--- src/sle_pkg.sv ---
package sle_pkg;
  // ****************************************
  // Geometry
  // ****************************************
  localparam int NUM_LANES = 8;
  localparam int CNT_W = 8;
  localparam int NUM_ERR_TYPES = 3;
  localparam int NUM_LANE_REGS = 7;
  localparam int ADDR_W = 14;

  // ****************************************
  // Register indices, byte address is four times the index
  // ****************************************
  localparam logic [11:0] IDX_DISP_LANES = 12'h046D;
  localparam logic [11:0] IDX_NIT_LANES = 12'h046E;
  localparam logic [11:0] IDX_UCC_LANES = 12'h046F;
  localparam logic [11:0] IDX_CODE_GRP_LANES = 12'h0470;
  localparam logic [11:0] IDX_FRAME_LANES = 12'h0471;
  localparam logic [11:0] IDX_CHECKSUM_LANES = 12'h0472;
  localparam logic [11:0] IDX_LANE_ALIGN_LANES = 12'h0473;
  localparam logic [11:0] IDX_SUMMARY = 12'h047A;
  localparam logic [11:0] IDX_SYNC_SELECT = 12'h047B;
  localparam logic [11:0] IDX_THRESHOLD = 12'h047C;

  // ****************************************
  // Slot of each per-lane sticky register
  // ****************************************
  localparam int SLOT_CODE_GRP = 0;
  localparam int SLOT_FRAME = 1;
  localparam int SLOT_CHECKSUM = 2;
  localparam int SLOT_LANE_ALIGN = 3;
  localparam int SLOT_DISP = 4;
  localparam int SLOT_NIT = 5;
  localparam int SLOT_UCC = 6;

  // ****************************************
  // Field positions
  // ****************************************
  localparam int SUM_DISP = 7;
  localparam int SUM_NIT = 6;
  localparam int SUM_UCC = 5;
  localparam int SUM_RESERVED = 4;
  localparam int SUM_LANE_ALIGN = 3;
  localparam int SUM_CHECKSUM = 2;
  localparam int SUM_FRAME = 1;
  localparam int SUM_CODE_GRP = 0;
  localparam int SEL_DISP = 7;
  localparam int SEL_NIT = 6;
  localparam int SEL_UCC = 5;
  localparam int SEL_CMM = 4;
  localparam int SEL_CMM_EN = 3;

  // ****************************************
  // Reset values and write masks
  // ****************************************
  localparam logic [7:0] THRESHOLD_RST = 8'hFF;
  localparam logic [7:0] SELECT_RST = 8'h08;
  localparam logic [7:0] SELECT_RW_BITS = 8'hE8;
  localparam logic [7:0] MASK_RST = 8'h00;
  localparam logic [7:0] MASK_RW_BITS = 8'hEF;
  localparam logic [CNT_W-1:0] CNT_MAX = 8'hFF;

  // Counted error strobes of one lane
  typedef struct packed {
    logic ucc;
    logic nit;
    logic disp;
  } sle_lane_err_t;

  // Sync failure strobes for all lanes
  typedef struct packed {
    logic [NUM_LANES-1:0] lane_align;
    logic [NUM_LANES-1:0] checksum;
    logic [NUM_LANES-1:0] frame;
    logic [NUM_LANES-1:0] code_grp;
  } sle_sync_fail_t;
endpackage

--- src/sle_lane_err_cnt.sv ---
`timescale 1ns/1ps
module sle_lane_err_cnt import sle_pkg::*; (
  input wire logic i_clk,
  input wire logic i_rst_n,
  input wire sle_lane_err_t i_err,
  input wire sle_lane_err_t i_clear,
  input wire logic [CNT_W-1:0] i_threshold,
  output sle_lane_err_t o_reached
);
  logic [NUM_ERR_TYPES-1:0] err_bits;
  logic [NUM_ERR_TYPES-1:0] clr_bits;
  logic [NUM_ERR_TYPES-1:0] reached_bits;

  assign err_bits = i_err;
  assign clr_bits = i_clear;
  assign o_reached = reached_bits;

  // ****************************************
  // One saturating counter per error type
  // ****************************************
  genvar k;
  generate
    for (k = 0; k < NUM_ERR_TYPES; k++) begin : g_cnt
      logic [CNT_W-1:0] cnt_reg;
      logic [CNT_W-1:0] cnt_next;

      // Clear wins over a new error so software restarts from zero
      always_comb begin
        cnt_next = cnt_reg;
        if (clr_bits[k]) begin
          cnt_next = '0;
        end else if (err_bits[k] && cnt_reg != CNT_MAX) begin
          cnt_next = cnt_reg + 8'h01;
        end
      end

      always_ff @(posedge i_clk or negedge i_rst_n) begin
        if (!i_rst_n) begin
          cnt_reg <= '0;
        end else begin
          cnt_reg <= cnt_next;
        end
      end

      // Compare against the shared threshold
      assign reached_bits[k] = (cnt_reg >= i_threshold);
    end
  endgenerate
endmodule

--- src/sle_irq_sync.sv ---
// The APB register port is this design's own decision.
`timescale 1ns/1ps
// Behaviour
// - Set control-character summary flag when its count reaches threshold on any lane.
// - Set lane-alignment summary bit 3 when initial alignment fails on any lane.
// - Set checksum summary bit 2 when any lane sees a bad checksum.
// - Set frame-alignment summary bit 1 when frame sync fails on any lane.
// - Set code-group summary bit 0 when code group sync fails on any lane.
// - Disparity resync enable bit 7 raises resync request at threshold.
// - Invalid-symbol resync enable bit 6 raises resync request at threshold.
// - Control-character resync enable bit 5 raises resync request at threshold.
// - Latched mismatch bit holds until software writes one to clear it or clears enable bit 3.
// - With enable low, mismatch bit neither latches nor affects the interrupt.
// - Mismatch enable bit 3 allows interrupts on configuration mismatch.
// - Count three error types per lane against 8-bit threshold, reset all ones.
// - Set mask bit plus matching failure pulls active-low interrupt low.
module sle_irq_sync import sle_pkg::*; (
  input wire logic I_CLK,
  input wire logic I_RST_N,
  input wire logic I_PSEL,
  input wire logic I_PENABLE,
  input wire logic I_PWRITE,
  input wire logic [ADDR_W-1:0] I_PADDR,
  input wire logic [31:0] I_PWDATA,
  output logic [31:0] O_PRDATA,
  output logic O_PREADY,
  output logic O_PSLVERR,
  input wire sle_sync_fail_t I_SYNC_FAIL,
  input wire logic [NUM_LANES-1:0] I_DISP_ERR,
  input wire logic [NUM_LANES-1:0] I_NIT_ERR,
  input wire logic [NUM_LANES-1:0] I_UCC_ERR,
  input wire logic I_CONFIG_MISMATCH,
  output logic O_IRQ_N,
  output logic O_RESYNC_REQUEST
);
  // ****************************************
  // Address decode
  // ****************************************
  // Byte address of a register index
  function automatic logic [ADDR_W-1:0] byte_addr(input logic [11:0] idx);
    byte_addr = {idx, 2'b00};
  endfunction

  // One-hot hit on the seven per-lane sticky registers
  function automatic logic [NUM_LANE_REGS-1:0] lane_reg_hit(input logic [ADDR_W-1:0] a);
    lane_reg_hit = '0;
    lane_reg_hit[SLOT_CODE_GRP] = (a == byte_addr(IDX_CODE_GRP_LANES));
    lane_reg_hit[SLOT_FRAME] = (a == byte_addr(IDX_FRAME_LANES));
    lane_reg_hit[SLOT_CHECKSUM] = (a == byte_addr(IDX_CHECKSUM_LANES));
    lane_reg_hit[SLOT_LANE_ALIGN] = (a == byte_addr(IDX_LANE_ALIGN_LANES));
    lane_reg_hit[SLOT_DISP] = (a == byte_addr(IDX_DISP_LANES));
    lane_reg_hit[SLOT_NIT] = (a == byte_addr(IDX_NIT_LANES));
    lane_reg_hit[SLOT_UCC] = (a == byte_addr(IDX_UCC_LANES));
  endfunction

  logic wr_access;
  logic rd_setup;
  logic [NUM_LANE_REGS-1:0] wr_lane_hit;
  logic [7:0] wr_byte;

  // Zero wait states: every access phase completes at once
  assign O_PREADY = I_PSEL & I_PENABLE;
  assign wr_access = I_PSEL & I_PENABLE & I_PWRITE;
  assign rd_setup = I_PSEL & ~I_PENABLE & ~I_PWRITE;
  assign wr_lane_hit = wr_access ? lane_reg_hit(I_PADDR) : '0;
  assign wr_byte = I_PWDATA[7:0];

  // ****************************************
  // Per-lane error counters
  // ****************************************
  logic [7:0] threshold_reg;
  logic [NUM_LANES-1:0] disp_reached;
  logic [NUM_LANES-1:0] nit_reached;
  logic [NUM_LANES-1:0] ucc_reached;

  genvar ln;
  generate
    for (ln = 0; ln < NUM_LANES; ln++) begin : g_lane
      sle_lane_err_t err_in;
      sle_lane_err_t clr_in;
      sle_lane_err_t reached;

      assign err_in = '{ucc: I_UCC_ERR[ln], nit: I_NIT_ERR[ln], disp: I_DISP_ERR[ln]};
      // Clearing a lane's sticky bit restarts its counter too
      assign clr_in = '{ucc: wr_lane_hit[SLOT_UCC] & wr_byte[ln],
                        nit: wr_lane_hit[SLOT_NIT] & wr_byte[ln],
                        disp: wr_lane_hit[SLOT_DISP] & wr_byte[ln]};

      sle_lane_err_cnt u_cnt (
        .i_clk(I_CLK),
        .i_rst_n(I_RST_N),
        .i_err(err_in),
        .i_clear(clr_in),
        .i_threshold(threshold_reg),
        .o_reached(reached)
      );

      assign disp_reached[ln] = reached.disp;
      assign nit_reached[ln] = reached.nit;
      assign ucc_reached[ln] = reached.ucc;
    end
  endgenerate

  // ****************************************
  // Sticky per-lane status and summary flags
  // ****************************************
  logic [7:0] lane_sticky_reg [NUM_LANE_REGS];
  logic [7:0] lane_sticky_next [NUM_LANE_REGS];
  logic [7:0] lane_event [NUM_LANE_REGS];
  logic [7:0] summary;

  always_comb begin
    lane_event[SLOT_CODE_GRP] = I_SYNC_FAIL.code_grp;
    lane_event[SLOT_FRAME] = I_SYNC_FAIL.frame;
    lane_event[SLOT_CHECKSUM] = I_SYNC_FAIL.checksum;
    lane_event[SLOT_LANE_ALIGN] = I_SYNC_FAIL.lane_align;
    // A lane clear also zeroes its counter; the old reached level must not re-set the bit
    lane_event[SLOT_DISP] = disp_reached & ~(wr_lane_hit[SLOT_DISP] ? wr_byte : 8'h00);
    lane_event[SLOT_NIT] = nit_reached & ~(wr_lane_hit[SLOT_NIT] ? wr_byte : 8'h00);
    lane_event[SLOT_UCC] = ucc_reached & ~(wr_lane_hit[SLOT_UCC] ? wr_byte : 8'h00);
  end

  // Write one clears, but a new sync failure in the same cycle wins
  always_comb begin
    for (int r = 0; r < NUM_LANE_REGS; r++) begin
      lane_sticky_next[r] = (lane_sticky_reg[r] & ~(wr_lane_hit[r] ? wr_byte : 8'h00))
                            | lane_event[r];
    end
  end

  always_ff @(posedge I_CLK or negedge I_RST_N) begin
    if (!I_RST_N) begin
      for (int r = 0; r < NUM_LANE_REGS; r++) begin
        lane_sticky_reg[r] <= '0;
      end
    end else begin
      for (int r = 0; r < NUM_LANE_REGS; r++) begin
        lane_sticky_reg[r] <= lane_sticky_next[r];
      end
    end
  end

  // Summary is the OR of each lane register, so it follows lane clears
  always_comb begin
    summary = '0;
    summary[SUM_DISP] = |lane_sticky_reg[SLOT_DISP];
    summary[SUM_NIT] = |lane_sticky_reg[SLOT_NIT];
    summary[SUM_UCC] = |lane_sticky_reg[SLOT_UCC];
    summary[SUM_RESERVED] = 1'b0;
    summary[SUM_LANE_ALIGN] = |lane_sticky_reg[SLOT_LANE_ALIGN];
    summary[SUM_CHECKSUM] = |lane_sticky_reg[SLOT_CHECKSUM];
    summary[SUM_FRAME] = |lane_sticky_reg[SLOT_FRAME];
    summary[SUM_CODE_GRP] = |lane_sticky_reg[SLOT_CODE_GRP];
  end

  // ****************************************
  // Control registers and mismatch latch
  // ****************************************
  logic [7:0] mask_reg;
  logic [7:0] mask_next;
  logic [7:0] select_reg;
  logic [7:0] select_next;
  logic [7:0] threshold_next;
  logic cmm_reg;
  logic cmm_next;
  logic mismatch_d_reg;
  logic mismatch_rise;
  logic config_mismatch_irq_enable;
  logic wr_summary;
  logic wr_select;

  assign wr_summary = wr_access & (I_PADDR == byte_addr(IDX_SUMMARY));
  assign wr_select = wr_access & (I_PADDR == byte_addr(IDX_SYNC_SELECT));
  assign config_mismatch_irq_enable = select_reg[SEL_CMM_EN];
  assign mismatch_rise = I_CONFIG_MISMATCH & ~mismatch_d_reg;

  always_comb begin
    mask_next = mask_reg;
    select_next = select_reg;
    threshold_next = threshold_reg;
    // Writes to the summary word land in the mask; reserved bit stays zero
    if (wr_summary) begin
      mask_next = wr_byte & MASK_RW_BITS;
    end
    if (wr_select) begin
      select_next = wr_byte & SELECT_RW_BITS;
    end
    if (wr_access && I_PADDR == byte_addr(IDX_THRESHOLD)) begin
      threshold_next = wr_byte;
    end
    // Latch on rising mismatch only while enabled; set beats clear
    if (!config_mismatch_irq_enable) begin
      cmm_next = 1'b0;
    end else if (mismatch_rise) begin
      cmm_next = 1'b1;
    end else if (wr_select && wr_byte[SEL_CMM]) begin
      cmm_next = 1'b0;
    end else begin
      cmm_next = cmm_reg;
    end
  end

  always_ff @(posedge I_CLK or negedge I_RST_N) begin
    if (!I_RST_N) begin
      mask_reg <= MASK_RST;
      select_reg <= SELECT_RST;
      threshold_reg <= THRESHOLD_RST;
      cmm_reg <= 1'b0;
      mismatch_d_reg <= 1'b0;
    end else begin
      mask_reg <= mask_next;
      select_reg <= select_next;
      threshold_reg <= threshold_next;
      cmm_reg <= cmm_next;
      mismatch_d_reg <= I_CONFIG_MISMATCH;
    end
  end

  // ****************************************
  // Interrupt and resync outputs
  // ****************************************
  logic irq_n_next;
  logic resync_next;

  // Registered outputs trail the flags by one clock to stay glitch free
  always_comb begin
    irq_n_next = ~(|(summary & mask_reg) | cmm_reg);
    resync_next = (select_reg[SEL_DISP] & summary[SUM_DISP])
                | (select_reg[SEL_NIT] & summary[SUM_NIT])
                | (select_reg[SEL_UCC] & summary[SUM_UCC]);
  end

  always_ff @(posedge I_CLK or negedge I_RST_N) begin
    if (!I_RST_N) begin
      O_IRQ_N <= 1'b1;
      O_RESYNC_REQUEST <= 1'b0;
    end else begin
      O_IRQ_N <= irq_n_next;
      O_RESYNC_REQUEST <= resync_next;
    end
  end

  // ****************************************
  // Read data, captured in the setup phase
  // ****************************************
  logic [31:0] prdata_next;
  logic slverr_reg;
  logic slverr_next;
  logic [NUM_LANE_REGS-1:0] rd_lane_hit;

  assign rd_lane_hit = lane_reg_hit(I_PADDR);

  always_comb begin
    prdata_next = O_PRDATA;
    slverr_next = slverr_reg;
    if (I_PSEL && !I_PENABLE) begin
      prdata_next = '0;
      slverr_next = 1'b0;
      if (|rd_lane_hit) begin
        for (int r = 0; r < NUM_LANE_REGS; r++) begin
          if (rd_lane_hit[r]) begin
            prdata_next[7:0] = lane_sticky_reg[r];
          end
        end
      end else if (I_PADDR == byte_addr(IDX_SUMMARY)) begin
        prdata_next[7:0] = I_PWRITE ? 8'h00 : summary;
      end else if (I_PADDR == byte_addr(IDX_SYNC_SELECT)) begin
        prdata_next[7:0] = select_reg | {3'b000, cmm_reg, 4'h0};
      end else if (I_PADDR == byte_addr(IDX_THRESHOLD)) begin
        prdata_next[7:0] = threshold_reg;
      end else begin
        // Unmapped word answers with an error and zero data
        slverr_next = 1'b1;
      end
      if (!rd_setup) begin
        prdata_next = '0;
      end
    end
  end

  always_ff @(posedge I_CLK or negedge I_RST_N) begin
    if (!I_RST_N) begin
      O_PRDATA <= '0;
      slverr_reg <= 1'b0;
    end else begin
      O_PRDATA <= prdata_next;
      slverr_reg <= slverr_next;
    end
  end

  assign O_PSLVERR = slverr_reg & O_PREADY;
endmodule

--- config.mk ---
export PLATFORM = sky130hd
export DESIGN_NAME = sle_irq_sync
export DESIGN_NICKNAME = d
export VERILOG_FILES = /design/src/sle_pkg.sv /design/src/sle_lane_err_cnt.sv /design/src/sle_irq_sync.sv
export SDC_FILE = /design/constraint.sdc
export NUM_CORES = 1
export LEC_CHECK = 0
export BUFFER_PORTS_ARGS = -buffer_cell sky130_fd_sc_hd__buf_2
export CAP_MARGIN = 20
export CORE_MARGIN = 4
export CORE_UTILIZATION = 27
export CTS_CLUSTER_SIZE = 24
export DETAILED_ROUTE_END_ITERATION = 12
export PLACE_DENSITY_LB_ADDON = 0.1
export SLEW_MARGIN = 20
export SYNTH_ARGS = -nofsm -noshare
export SYNTH_HDL_FRONTEND = slang
export SYNTH_SLANG_ARGS = --single-unit
--- constraint.sdc ---
create_clock -name I_CLK -period 5.9 [get_ports I_CLK]
set_clock_uncertainty 0.2 [all_clocks]
set_input_delay 0.295 -clock I_CLK [delete_from_list [all_inputs] [get_ports I_CLK]]
set_output_delay 0.295 -clock I_CLK [all_outputs]
set_load 0.03 [all_outputs]
# == After elaboration in Yosys (flattened, before gate mapping) ==
# Cells that the tools add are included.
# op_classes
addsub,24
n_lt_le_gt_ge,24
muxes,76
reduce_logical,61
n_eq_ne,35
bitwise_logic,68
# op_table
cell,n
$mux W8,68
$add A8 B1 Y8 const B,24
$ge A8 B8 Y1,24
$ne A8 B8 Y1 const B,24
$eq A14 B13 Y1 const B,10
$and A8 B8 Y8,11
$reduce_or A8 Y1,8
$not A8 Y8,7
$or A8 B8 Y8,7
$reduce_bool A2 Y1,24
$and A1 B1 Y1,35
$logic_and A1 B1 Y1,27
$or A8 B5 Y8,1
$mux W1,7
$mux W7,1
$reduce_or A7 Y1,1
$not A1 Y1,4
$ne A3 B1 Y1 const B,1
$or A1 B1 Y1,3
$logic_not A1 Y1,1
# word_totals
word_cells,328
regBits,304
output_inout_bits,36

# == Longest topological paths before layout ==
# Gate-level depths: netlist of the first run.
# depth
depth_word,10
mapped_depth,8

# == Hierarchy ==
# From an unflattened synthesis of the first run, not the netlist that was laid out.
# hier_totals
cells_unflattened,2074
area_unflattened_um2,20164.3
# modules_own_cells
module,area_each_um2,cells_each,instances
sle_lane_err_cnt,1926.8,198,8
sle_irq_sync,4749.6,490,1

# == Worst setup path before layout of the first run ==
# OpenSTA, ideal clock, no wires.
# synth_timing
kind,input to register
startpoint,input I_PADDR[9]
endpoint,register threshold_reg[0]
setup_slack_ns,3.715
setup_ns,0.085
t_arrival_ns,1.900
required_ns,5.615
stages,5
path_cell_list,or4b_4 > nor4_4 > and2_1 > buf_4 > mux2_1
# synth_via
elab_chain_len,2
# synth_rtl
element,line_no,text
start: declaration,sle_irq_sync.sv:23,"input wire logic [ADDR_W-1:0] I_PADDR,"
$eq A14 B13 Y1,sle_irq_sync.sv:188,if (wr_access && I_PADDR == byte_addr(IDX_THRESHOLD)) begin
$logic_and A1 B1 Y1,sle_irq_sync.sv:188,
end signal: assignment,sle_irq_sync.sv:213,threshold_reg <= threshold_next;
end: declaration,sle_irq_sync.sv:71,logic [7:0] threshold_reg;
# Every way passes these cells.
# A chain may end at the register's enable or synchronous reset.

==> flow_summary.ini, run 1 <==
[place]
routabilityCongestion = 0.805
hpwl_um = 38900
io_buffer_count = 95

[critical_path]
end_kind = register
critPathLaunchType = primary input
max_stage_delay_ns = 0.81
cp.arrival_ns = 3.31
critical_path_class = in -> reg
crit_chain = dlygate4sd3_1, buf_2, nand3_1, nor4_4, and3_1, and2_1, a211oi_1
crit_fanout = 17
crit_path_start = I_PWRITE
cp.required_ns = 6.12
reg2reg_depth = 7
crit_slowest_cell = nor4_4
reg2reg_from = threshold_reg[0]

[clock_network]
cts.sinks = 280
clk_latency_ns = 0.56
cts_buffer_depth = 3
cts_setup_buffers = 0
cts.clk_slew.worst_paths_ns = 0.05
cts_made_buffers = 39
cts_tree = done
cts-root-buf = clkbuf_16
cts.htree.levels = 2

[yosys]
syn_avg_cell_area_um2 = 9.72
yosysSeqAreaShare = 0.392
synth-seq-cells = 280
synthFlopType = dfrtp_1
synth_compound_area_frac = 0.110
syn_inst = 1842
synth_edf_count = 0
synth-xor-area-share = 0.0749
synth_mux_area_frac = 0.0313
synth_top_family_by_area = simple AND/OR/NAND/NOR gates
synth_top_area_share = 0.377
yosys.area_share.adder = 0.151
netlist_top_cells_area = dfrtp_1, ha_1, xor2_1, nor2_1, nand4_1
ys_warn_count = 0
netlist_area_um2 = 17900
synthSimpleGateAreaFrac = 0.200
synthArstFlopShare = 1.00
synth_cell_type_count = 68
synth_top_cell_by_area = dfrtp_1

[pwr]
clkPwrFrac = 0.305
leakage_nw = 9.78
seqPwrFrac = 0.428
pwr-share-comb = 0.267
p_int_mw = 4.83
finalPower_mw = 7.56
ir_worst_vdd_v = 0.000154
power_density_nw_per_um2 = 356
switchingPower_mw = 2.73
swShare = 0.361

[cells_and_area]
layout-drive-gt1-share = 0.116
final_util = 0.323
nets = 2343
largest_reg_flops = 192
synthToLayoutAreaGrowth_pct = 18.7

[floorplanning]
io_pins = 144
die_x_um = 265
design.die.area_um2 = 70500
std_cell_rows = 94
start_util = 0.272
core-area_um2 = 65700
die_h_um = 265

[detailed_routing]
antenna_left = 0
drc = 0
drt_pass1_iterations = 5
via_count = 14300
vias_per_cell = 4.90
drt_iter0_drc = 783
drt-total-wl_um = 56500
wl_per_cell_um = 19.4

[global_routing]
antenna_found_initial = 1
grt_pass1_wl_um = 87900
grt_pass1_vias = 14500
globalRoute.totalOverflow = 0
grtUsageTotal = 0.160
grt_max_degree = 113

[sta]
rsz0062_at_grt = false
fin_crit_ns = 3.09
fin_crit_sh = 0.524
worstMarginPinSlew_ns = 1.01
drv_slew = 0
setup_violations = 0
slew_headroom = 0.329
max_freq_mhz = 324
setup_tns_ns = 0
final-hold-violation-count = 0

[outcome]
status = completed

[worst_hold_path]
min_from = I_NIT_ERR[2]
whs_path_depth = 5
hp-class = in -> reg

[job]
maxCapViolations = 0
area by class of cell:
type,count,area (um2)
diodes,1,2.50
fillers,6745,44500
clock buffers,57,1150
flip-flops and latches,280,7020
multi-input cells,1430,10200
well taps,864,1080
clock inverters,10,75.1
inverters,83,312
repair buffers,185,1370
cell usage after synthesis, types with 3 or more instances:
cell       number
a21o_1         56
buf_2          17
o31ai_1         3
nand2b_1       29
a2111oi_0       3
nand2_1       113
mux2i_1        29
nand3b_1        3
inv_1          83
a31oi_1        15
mux2_2         21
a41oi_2         6
a211oi_1       26
a21oi_1        74
a22oi_1         8
ha_1          216
buf_4          33
clkbuf_1       17
dfstp_2        10
nand3_1        39
xor2_1        100
and3_1         62
xnor2_1        53
o22ai_1         4
nor3_1         61
o21ai_0        23
o21ai_1         8
a221oi_1        5
nor2_1        217
dfrtp_1       270
or3_1          14
and2_1         18
nand4_1       112
o221a_2        24
buf_1           3
o211ai_1        9
nor4_1         14
and4_1          7
worst paths after layout:
| check | end | slack, ns |
|---|---|---|
| max in group asynchronous | g_lane[6].u_cnt.g_cnt[0].cnt_reg[3] | 3.95 |
| min in group asynchronous | lane_sticky_reg[3] | 0.18 |
| min | g_lane[2].u_cnt.g_cnt[1].cnt_reg[0] | 0.04 |
| max | lane_sticky_reg[23] | 2.81 |
| min reg2reg | slverr_reg | 0.30 |
| max reg2reg | lane_sticky_reg[13] | 3.20 |
per-stage QoR:
step                      setup WS, ns  area [um2]  hold slack, ns  cells
after floorplan                   3.72       18000          -0.201   1865
after global placement            2.43       19200           0.247   2763
after detailed placement          2.30       19200           0.252   2763
after CTS                         2.75       21200          0.0122   2909
after global routing              2.67       21300          0.0289   2909
final                             2.81       21300          0.0381   2910
kinds of logic (layout without fill, tap and decap cells):
kind of cell | count (synthesis) | in the layout
compound gates | 278 | 278
xor+xnor | 153 | 153
buf+inv | 155 | 335
simple gates | 707 | 707
flops | 280 | 280
other cells | 1 | 25
mux | 52 | 52
fa+ha+maj | 216 | 216
repair_timing:
action	4_1_cts	5_1_grt
setup endpoints to repair	0	0
resized for setup	0	0
hold endpoints to repair	176	0
hold buffers	79	0
power by group through the flow:
stage | clock network (mW) | logic [mW] | registers [mW]
5_1_grt | 2.49 | 2.38 | 3.35
2_1_floorplan | 0 | 1.59 | 3.05
4_1_cts | 2.41 | 2.05 | 3.24
6_report | 2.31 | 2.02 | 3.24
3_3_place_gp | 0 | 1.93 | 3.26
3_5_place_dp | 0 | 2.00 | 3.26
cell usage in the layout (no fill, tap or decap), types with 39 or more instances in the layout:
cell type,instances
a21o_1,56
a21oi_1,74
and3_1,62
buf_2,94
clkbuf_16,41
dfrtp_1,270
dlygate4sd3_1,79
ha_1,216
inv_1,83
nand2_1,113
nand3_1,39
nand4_1,112
nor2_1,217
nor3_1,59
xnor2_1,53
xor2_1,100
worst max-delay path, delay by kind of cell:
family | cells | cell delay [ns]
buf+inv | 2 | 0.75
simple gates | 4 | 2.16
compound gates | 1 | 0.10
routing by layer:
layer,part of all wire,global-route usage,routed length (um)
met5,0,0,0
met1,0.48,0.222,26900
met3,0.047,0.0316,2640
met2,0.45,0.253,25200
met4,0.031,0.0491,1770
(Power assumes the default switching activity.)
==> inputs of run 2 (changes only) <==
--- a/config.mk
+++ b/config.mk
@@ -5,6 +5,7 @@
 export SDC_FILE = /design/constraint.sdc
 export NUM_CORES = 1
 export LEC_CHECK = 0
+export ABC_AREA = 1
 export BUFFER_PORTS_ARGS = -buffer_cell sky130_fd_sc_hd__buf_2
 export CAP_MARGIN = 20
 export CORE_MARGIN = 4
==> constraint.sdc (replaced) <==
create_clock -name I_CLK -period 3.2 [get_ports I_CLK]
set_clock_uncertainty 0.2 [all_clocks]
set_input_delay 0.16 -clock I_CLK [delete_from_list [all_inputs] [get_ports I_CLK]]
set_output_delay 0.16 -clock I_CLK [all_outputs]
set_load 0.03 [all_outputs]
==> run 2 against run 1 <==
Compared with the run above:
- power is 110% higher
- cell count up 25%
- flip-flop and latch count unchanged
- worst setup slack got worse by 2.5 ns
- synthesized cell count grew 33%
- routed wire length rose by 7.0%
- synthesized area increased by 5.9%
- via count rose by 20%
- die area is 5.8% higher
- sequential power rose by 78%
- utilization grew 0.78 points
- sequential share of layout area decreased by 2.3 points
- highest routed layer unchanged
==> flow_summary.ini, run 2 <==
[detailed_routing]
drt_pass1_iterations = 5
met2_length_um = 27700
dr_wl_met3_um = 2290
antenna_left = 0
drt-total-wl_um = 60500
drc = 0
drt_iter0_drc = 1141
drt-met1-wl_um = 29200
via_count = 17200
vias_per_cell = 4.71
wl_per_cell_um = 16.6
top_layer = met4

[floorplanning]
die_x_um = 273
std_cell_rows = 96
start_util = 0.275
core-area_um2 = 69100
die_h_um = 273
io_pins = 144
design.die.area_um2 = 74500

[clock_network]
cts.sinks = 280
cts.clk_slew.worst_paths_ns = 0.06
cts_tree = done
cts_setup_buffers = 0
cts-root-buf = clkbuf_16
cts_buffer_depth = 3
cts_made_buffers = 38
clk_latency_ns = 0.56
cts.htree.levels = 2

[global_routing]
antenna_found_initial = 1
grtUsageTotal = 0.162
grt_pass1_vias = 16900
globalRoute.totalOverflow = 0
grt_max_degree = 81
grt_pass1_wl_um = 95300

[critical_path]
critPathLaunchType = primary input
max_stage_delay_ns = 0.55
critical_path_class = in -> reg
cp.required_ns = 3.43
r2r-end = lane_sticky_reg[18]
reg2reg_from = threshold_reg[1]
crit_fanout = 8
crit_slowest_cell = dlygate4sd3_1
cp.arrival_ns = 3.15
end_kind = register
reg2reg_depth = 9
crit_chain = dlygate4sd3_1, buf_2, nand2_1, nor2_4, inv_2, nor2_8, nand2_1, nand3_1, dlygate4sd3_1, nand2_1, dlygate4sd3_1
crit_family = buffers and inverters
cp_num_buf_inv = 5
ff2ff_setup_slack_ns = 0.28

[cells_and_area]
layout-drive-gt1-share = 0.0884
regArea_um2 = 7020
layout_common_cells = nand2_1, inv_1, dfrtp_1, ha_1, a21oi_1
fill_cells = 7274
antenna_cells = 0
nets = 3010
final_common_cell = nand2_1
largest_reg_flops = 192
multiInputGateArea_um2 = 10300
synthToLayoutAreaGrowth_pct = 20.6

[worst_hold_path]
hp-class = in -> async

[sta]
max_freq_mhz = 342
slew_headroom = 0.367
final-hold-violation-count = 0
setup_violations = 0
setup_tns_ns = 0
fin_crit_ns = 2.92
drv_slew = 0
worstMarginPinSlew_ns = 0.949
fin_crit_sh = 0.914
rsz0062_at_grt = false

[yosys]
synthArstFlopShare = 1.00
netlist_area_um2 = 19000
syn_avg_cell_area_um2 = 7.72
netlist_top_cells_area = dfrtp_1, ha_1, nand2_1, inv_1, a21oi_1
synth_edf_count = 0
synthFlopType = dfrtp_1
synth_top_cell_by_area = dfrtp_1
synth_top_area_share = 0.356
yosysSeqAreaShare = 0.370
ys_top_cells_by_count = nand2_1, inv_1, dfrtp_1
syn_inst = 2458
synth_most_common_cell = nand2_1
synth_cell_type_count = 51
synth-seq-cells = 280
ys_warn_count = 0

[pwr]
power_density_nw_per_um2 = 680
ir_worst_vdd_v = 0.000349
finalPower_mw = 15.5
leakage_nw = 11.1

[place]
hpwl_um = 44400
routabilityCongestion = 0.824
io_buffer_count = 95

[outcome]
status = completed

[job]
maxCapViolations = 0
==> run 2: changes by cell type in the layout (fill, tap and decap cells not counted), sizes merged, moves of 72 or more <==
cell   delta
a21oi   +117
inv     +301
nand2   +421
nand3   +104
o21ai   +134
xor2     -72
==> run 2: cells by family (layout without fill, tap and decap cells) <==
kind of cell | after synthesis | after routing | share of synthesized area
AO/OA/AOI/OAI | 482 | 482 | 0.145
XOR/XNOR | 32 | 32 | 0.0148
adder cells (fa/ha/maj) | 216 | 216 | 0.142
buffers and inverters | 420 | 654 | 0.0890
flip-flops | 280 | 280 | 0.370
other | 1 | 24 | 0.000198
AND/OR/NAND/NOR | 1027 | 1027 | 0.239
==> run 2: routing by layer <==
metal  global-route usage  up-vias
met2                0.266      294
li1                     -     8676
met3               0.0235       73
met5                    0        -
met1                0.225     8115
met4               0.0384        0
==> run 2: area by class of cell <==
type                    instances  area share
multi-input cells            1781       0.452
flip-flops and latches        280       0.307
repair buffers                199      0.0665
inverters                     386      0.0635
clock buffers                  57      0.0527
well taps                     931      0.0509
clock inverters                12     0.00700
==> run 2: worst register-to-register path: cells and delay by family, from the launching register on <==
family	cells	cell delay [ns]
and+or+nand+nor	1	0.06
adders and majority gates	1	0.36
buffers and inverters	3	1.02
AOI/OAI and AO/OA	4	0.61
DFF	1	0.54
==> run 2: stage by stage <==
| stage | setup WS [ns] | area (um2) | util | std cells | hold WS [ns] |
|---|---|---|---|---|---|
| floorplan | 1.18 | 19100 | - | 2481 | -0.336 |
| global placement | 0.553 | 20700 | 0.300 | 3500 | 0.0402 |
| detailed placement | 0.599 | 20700 | 0.300 | 3500 | 0.0357 |
| CTS | 0.205 | 22900 | 0.331 | 3646 | 0.0132 |
| global route | 0.0110 | 22900 | 0.331 | 3646 | 0.0865 |
| finish | 0.276 | 22900 | 0.331 | 3646 | 0.0287 |
==> run 2: worst max-delay path by stage <==
stage | start | to | slack [ns] | cells past startpoint
floorplan | g_lane[3].u_cnt.g_cnt[2].cnt_reg[1] | g_lane[3].u_cnt.g_cnt[2].cnt_reg[1] | 1.18 | 8
global placement | threshold_reg[6] | lane_sticky_reg[9] | 0.55 | 8
detailed placement | I_PADDR[11] | g_lane[5].u_cnt.g_cnt[0].cnt_reg[1] | 0.60 | 10
CTS | threshold_reg[6] | lane_sticky_reg[18] | 0.21 | 8
global route | threshold_reg[6] | lane_sticky_reg[18] | 0.01 | 8
finish | I_PENABLE | g_lane[1].u_cnt.g_cnt[2].cnt_reg[0] | 0.28 | 11
==> run 2: power by group <==
| part | leakage (nW) | switching [mW] | total [mW] | internal, mW |
|---|---|---|---|---|
| clock | 0.684 | 1.72 | 4.64 | 2.92 |
| combinational | 7.28 | 2.93 | 5.14 | 2.21 |
| sequential | 3.13 | 1.19 | 5.76 | 4.57 |
==> run 2: timing repair <==
action                    CTS  global route
hold buffers               77             0
hold endpoints to repair  406             0
resized for setup           0             0
==> inputs of run 3 (changes only) <==
--- a/config.mk
+++ b/config.mk
@@ -9,7 +9,7 @@
 export BUFFER_PORTS_ARGS = -buffer_cell sky130_fd_sc_hd__buf_2
 export CAP_MARGIN = 20
 export CORE_MARGIN = 4
-export CORE_UTILIZATION = 27
+export CORE_UTILIZATION = 30
 export CTS_CLUSTER_SIZE = 24
 export DETAILED_ROUTE_END_ITERATION = 12
 export PLACE_DENSITY_LB_ADDON = 0.1
==> run 3 against run 2 <==
Compared with the run above:
- utilization grew 3.3 points
- combinational power decreased by 1%
- register-to-register slack better by 0.34 ns
- sequential share of layout area increased by 0.34 points
- critical path type unchanged
- clock power fell by 6.0%
- flip-flop and latch count did not move
==> flow_summary.ini, run 3 (synthesized netlist as in run 2, its figures left out) <==
[outcome]
status = completed

[pwr]
swShare = 0.377
finalPower_mw = 15.2
leakage_nw = 11.0
seqPwrFrac = 0.378
ir_worst_vdd_v = 0.000278
switchingPower_mw = 5.72
clkPwrFrac = 0.287
power_density_nw_per_um2 = 672
p_int_mw = 9.47
pwr-share-comb = 0.335

[critical_path]
cp.arrival_ns = 3.11
end_kind = register
critical_path_class = in -> reg
cp.required_ns = 3.43
crit_fanout = 8
critPathLaunchType = primary input

[floorplanning]
std_cell_rows = 91
io_pins = 144
core-area_um2 = 62200
start_util = 0.305
design.die.area_um2 = 67300
die_h_um = 259
die_x_um = 259

[job]
maxCapViolations = 0

[sta]
rsz0062_at_grt = false
final-hold-violation-count = 0
hold_ws_ns = 0.00970
fin_crit_ns = 2.88
max_freq_mhz = 347
drv_slew = 0
setup_tns_ns = 0
worstMarginPinSlew_ns = 0.771
slew_headroom = 0.481
fin_crit_sh = 0.900
setup_violations = 0

[global_routing]
globalRoute.totalOverflow = 0
antenna_found_initial = 0
grtUsageTotal = 0.175
grt_pass1_vias = 16300
grt_max_degree = 77
grt_pass1_wl_um = 92900

[cells_and_area]
final_cell_area_um2 = 22600
layout_common_cells = nand2_1, inv_1, dfrtp_1, ha_1, a21oi_1
largest_reg_flops = 192
antenna_cells = 0
nets = 2999
fill_cells = 6504
final_common_cell = nand2_1
layout-drive-gt1-share = 0.0830
synthToLayoutAreaGrowth_pct = 19.2

[place]
place_area_um2 = 20600
io_buffer_count = 95
routabilityCongestion = 0.821
hpwl_um = 42700

[detailed_routing]
drt-total-wl_um = 59500
via_count = 17100
drc = 0
drt_pass1_iterations = 5
vias_per_cell = 4.82
drt_iter0_drc = 1121
wl_per_cell_um = 16.8
antenna_left = 0

[worst_hold_path]
hp-class = in -> async

[clock_network]
cts_buffer_depth = 3
cts.clk_slew.worst_paths_ns = 0.05
clk_latency_ns = 0.56
cts-root-buf = clkbuf_16
cts.sinks = 280
cts-resized-gates = 0
cts_made_buffers = 38
cts_tree = done
cts.htree.levels = 2
-- run 3: changes by cell type in the layout (fill, tap and decap cells not counted), sizes merged --
cell         change
clkbuf           +2
bufinv           -2
buf              -6
dlygate4sd3      -5
clkinv           -6
-- run 3: area by class of cell --
| class | instances | area [um2] | share of cell area |
|---|---|---|---|
| inverters | 386 | 1450 | 0.0642 |
| repair buffers | 188 | 1490 | 0.0658 |
| clock buffers | 59 | 1190 | 0.0528 |
| flip-flops and latches | 280 | 7020 | 0.310 |
| multi-input cells | 1781 | 10300 | 0.457 |
| well taps | 837 | 1050 | 0.0463 |
| clock inverters | 4 | 70.1 | 0.00310 |
-- run 3: final timing paths --
kind / from / to / cells after the start / slack [ns]
max in group asynchronous: I_RST_N / select_reg[3] / 3 / 1.89
worst min-delay path: I_RST_N / g_lane[2].u_cnt.g_cnt[0].cnt_reg[0] / 2 / 0.01
worst min register to register: select_reg[6] / select_reg[6] / 2 / 0.29
worst max-delay path: I_PENABLE / g_lane[1].u_cnt.g_cnt[2].cnt_reg[0] / 11 / 0.32
min in group I_CLK: I_PADDR[13] / O_PRDATA[6] / 8 / 0.05
worst max register to register: g_lane[1].u_cnt.g_cnt[2].cnt_reg[0] / g_lane[1].u_cnt.g_cnt[2].cnt_reg[0] / 9 / 0.62
-- run 3: power groups by stage --
stage / logic [mW] / registers (mW) / clock network, mW
3_3_place_gp: 4.88 / 5.79 / 0
3_5_place_dp: 5.03 / 5.79 / 0
5_1_grt: 6.07 / 5.92 / 4.65
4_1_cts: 5.14 / 5.74 / 4.52
2_1_floorplan: 4.01 / 5.42 / 0
6_report: 5.09 / 5.74 / 4.36
-- run 3: worst max-delay path: stages --
cell and delay, ns:
dlygate4sd3_1 0.52, buf_2 0.11, nand2_1 0.14, nor2_4 0.23, inv_2 0.16, nor2_8 0.33, nand2_1 0.20, nand3_1 0.10
dlygate4sd3_1 0.54, nand2_1 0.05, dlygate4sd3_1 0.55
-- run 3: per-stage QoR --
step,std cells,utilization,worst slack [ns]
5_1_grt,3535,0.364,0.196
4_1_cts,3535,0.364,0.349
2_1_floorplan,2481,-,1.18
6_report,3535,0.364,0.319
3_5_place_dp,3400,0.332,0.666
3_3_place_gp,3400,0.332,0.682
-- run 3: per-layer routing --
metal  global-route usage  up-vias  wire [um]
met3               0.0231       77       2330
li1                     -     8648          -
met2                0.284      350      26900
met5                    0        -          0
met4               0.0477        0       1530
met1                0.247     7975      28700
-- run 3: repair_timing --
action	in CTS	in global routing
hold buffers	72	0
setup endpoints to repair	0	0
hold endpoints to repair	456	0
setup buffers	0	0
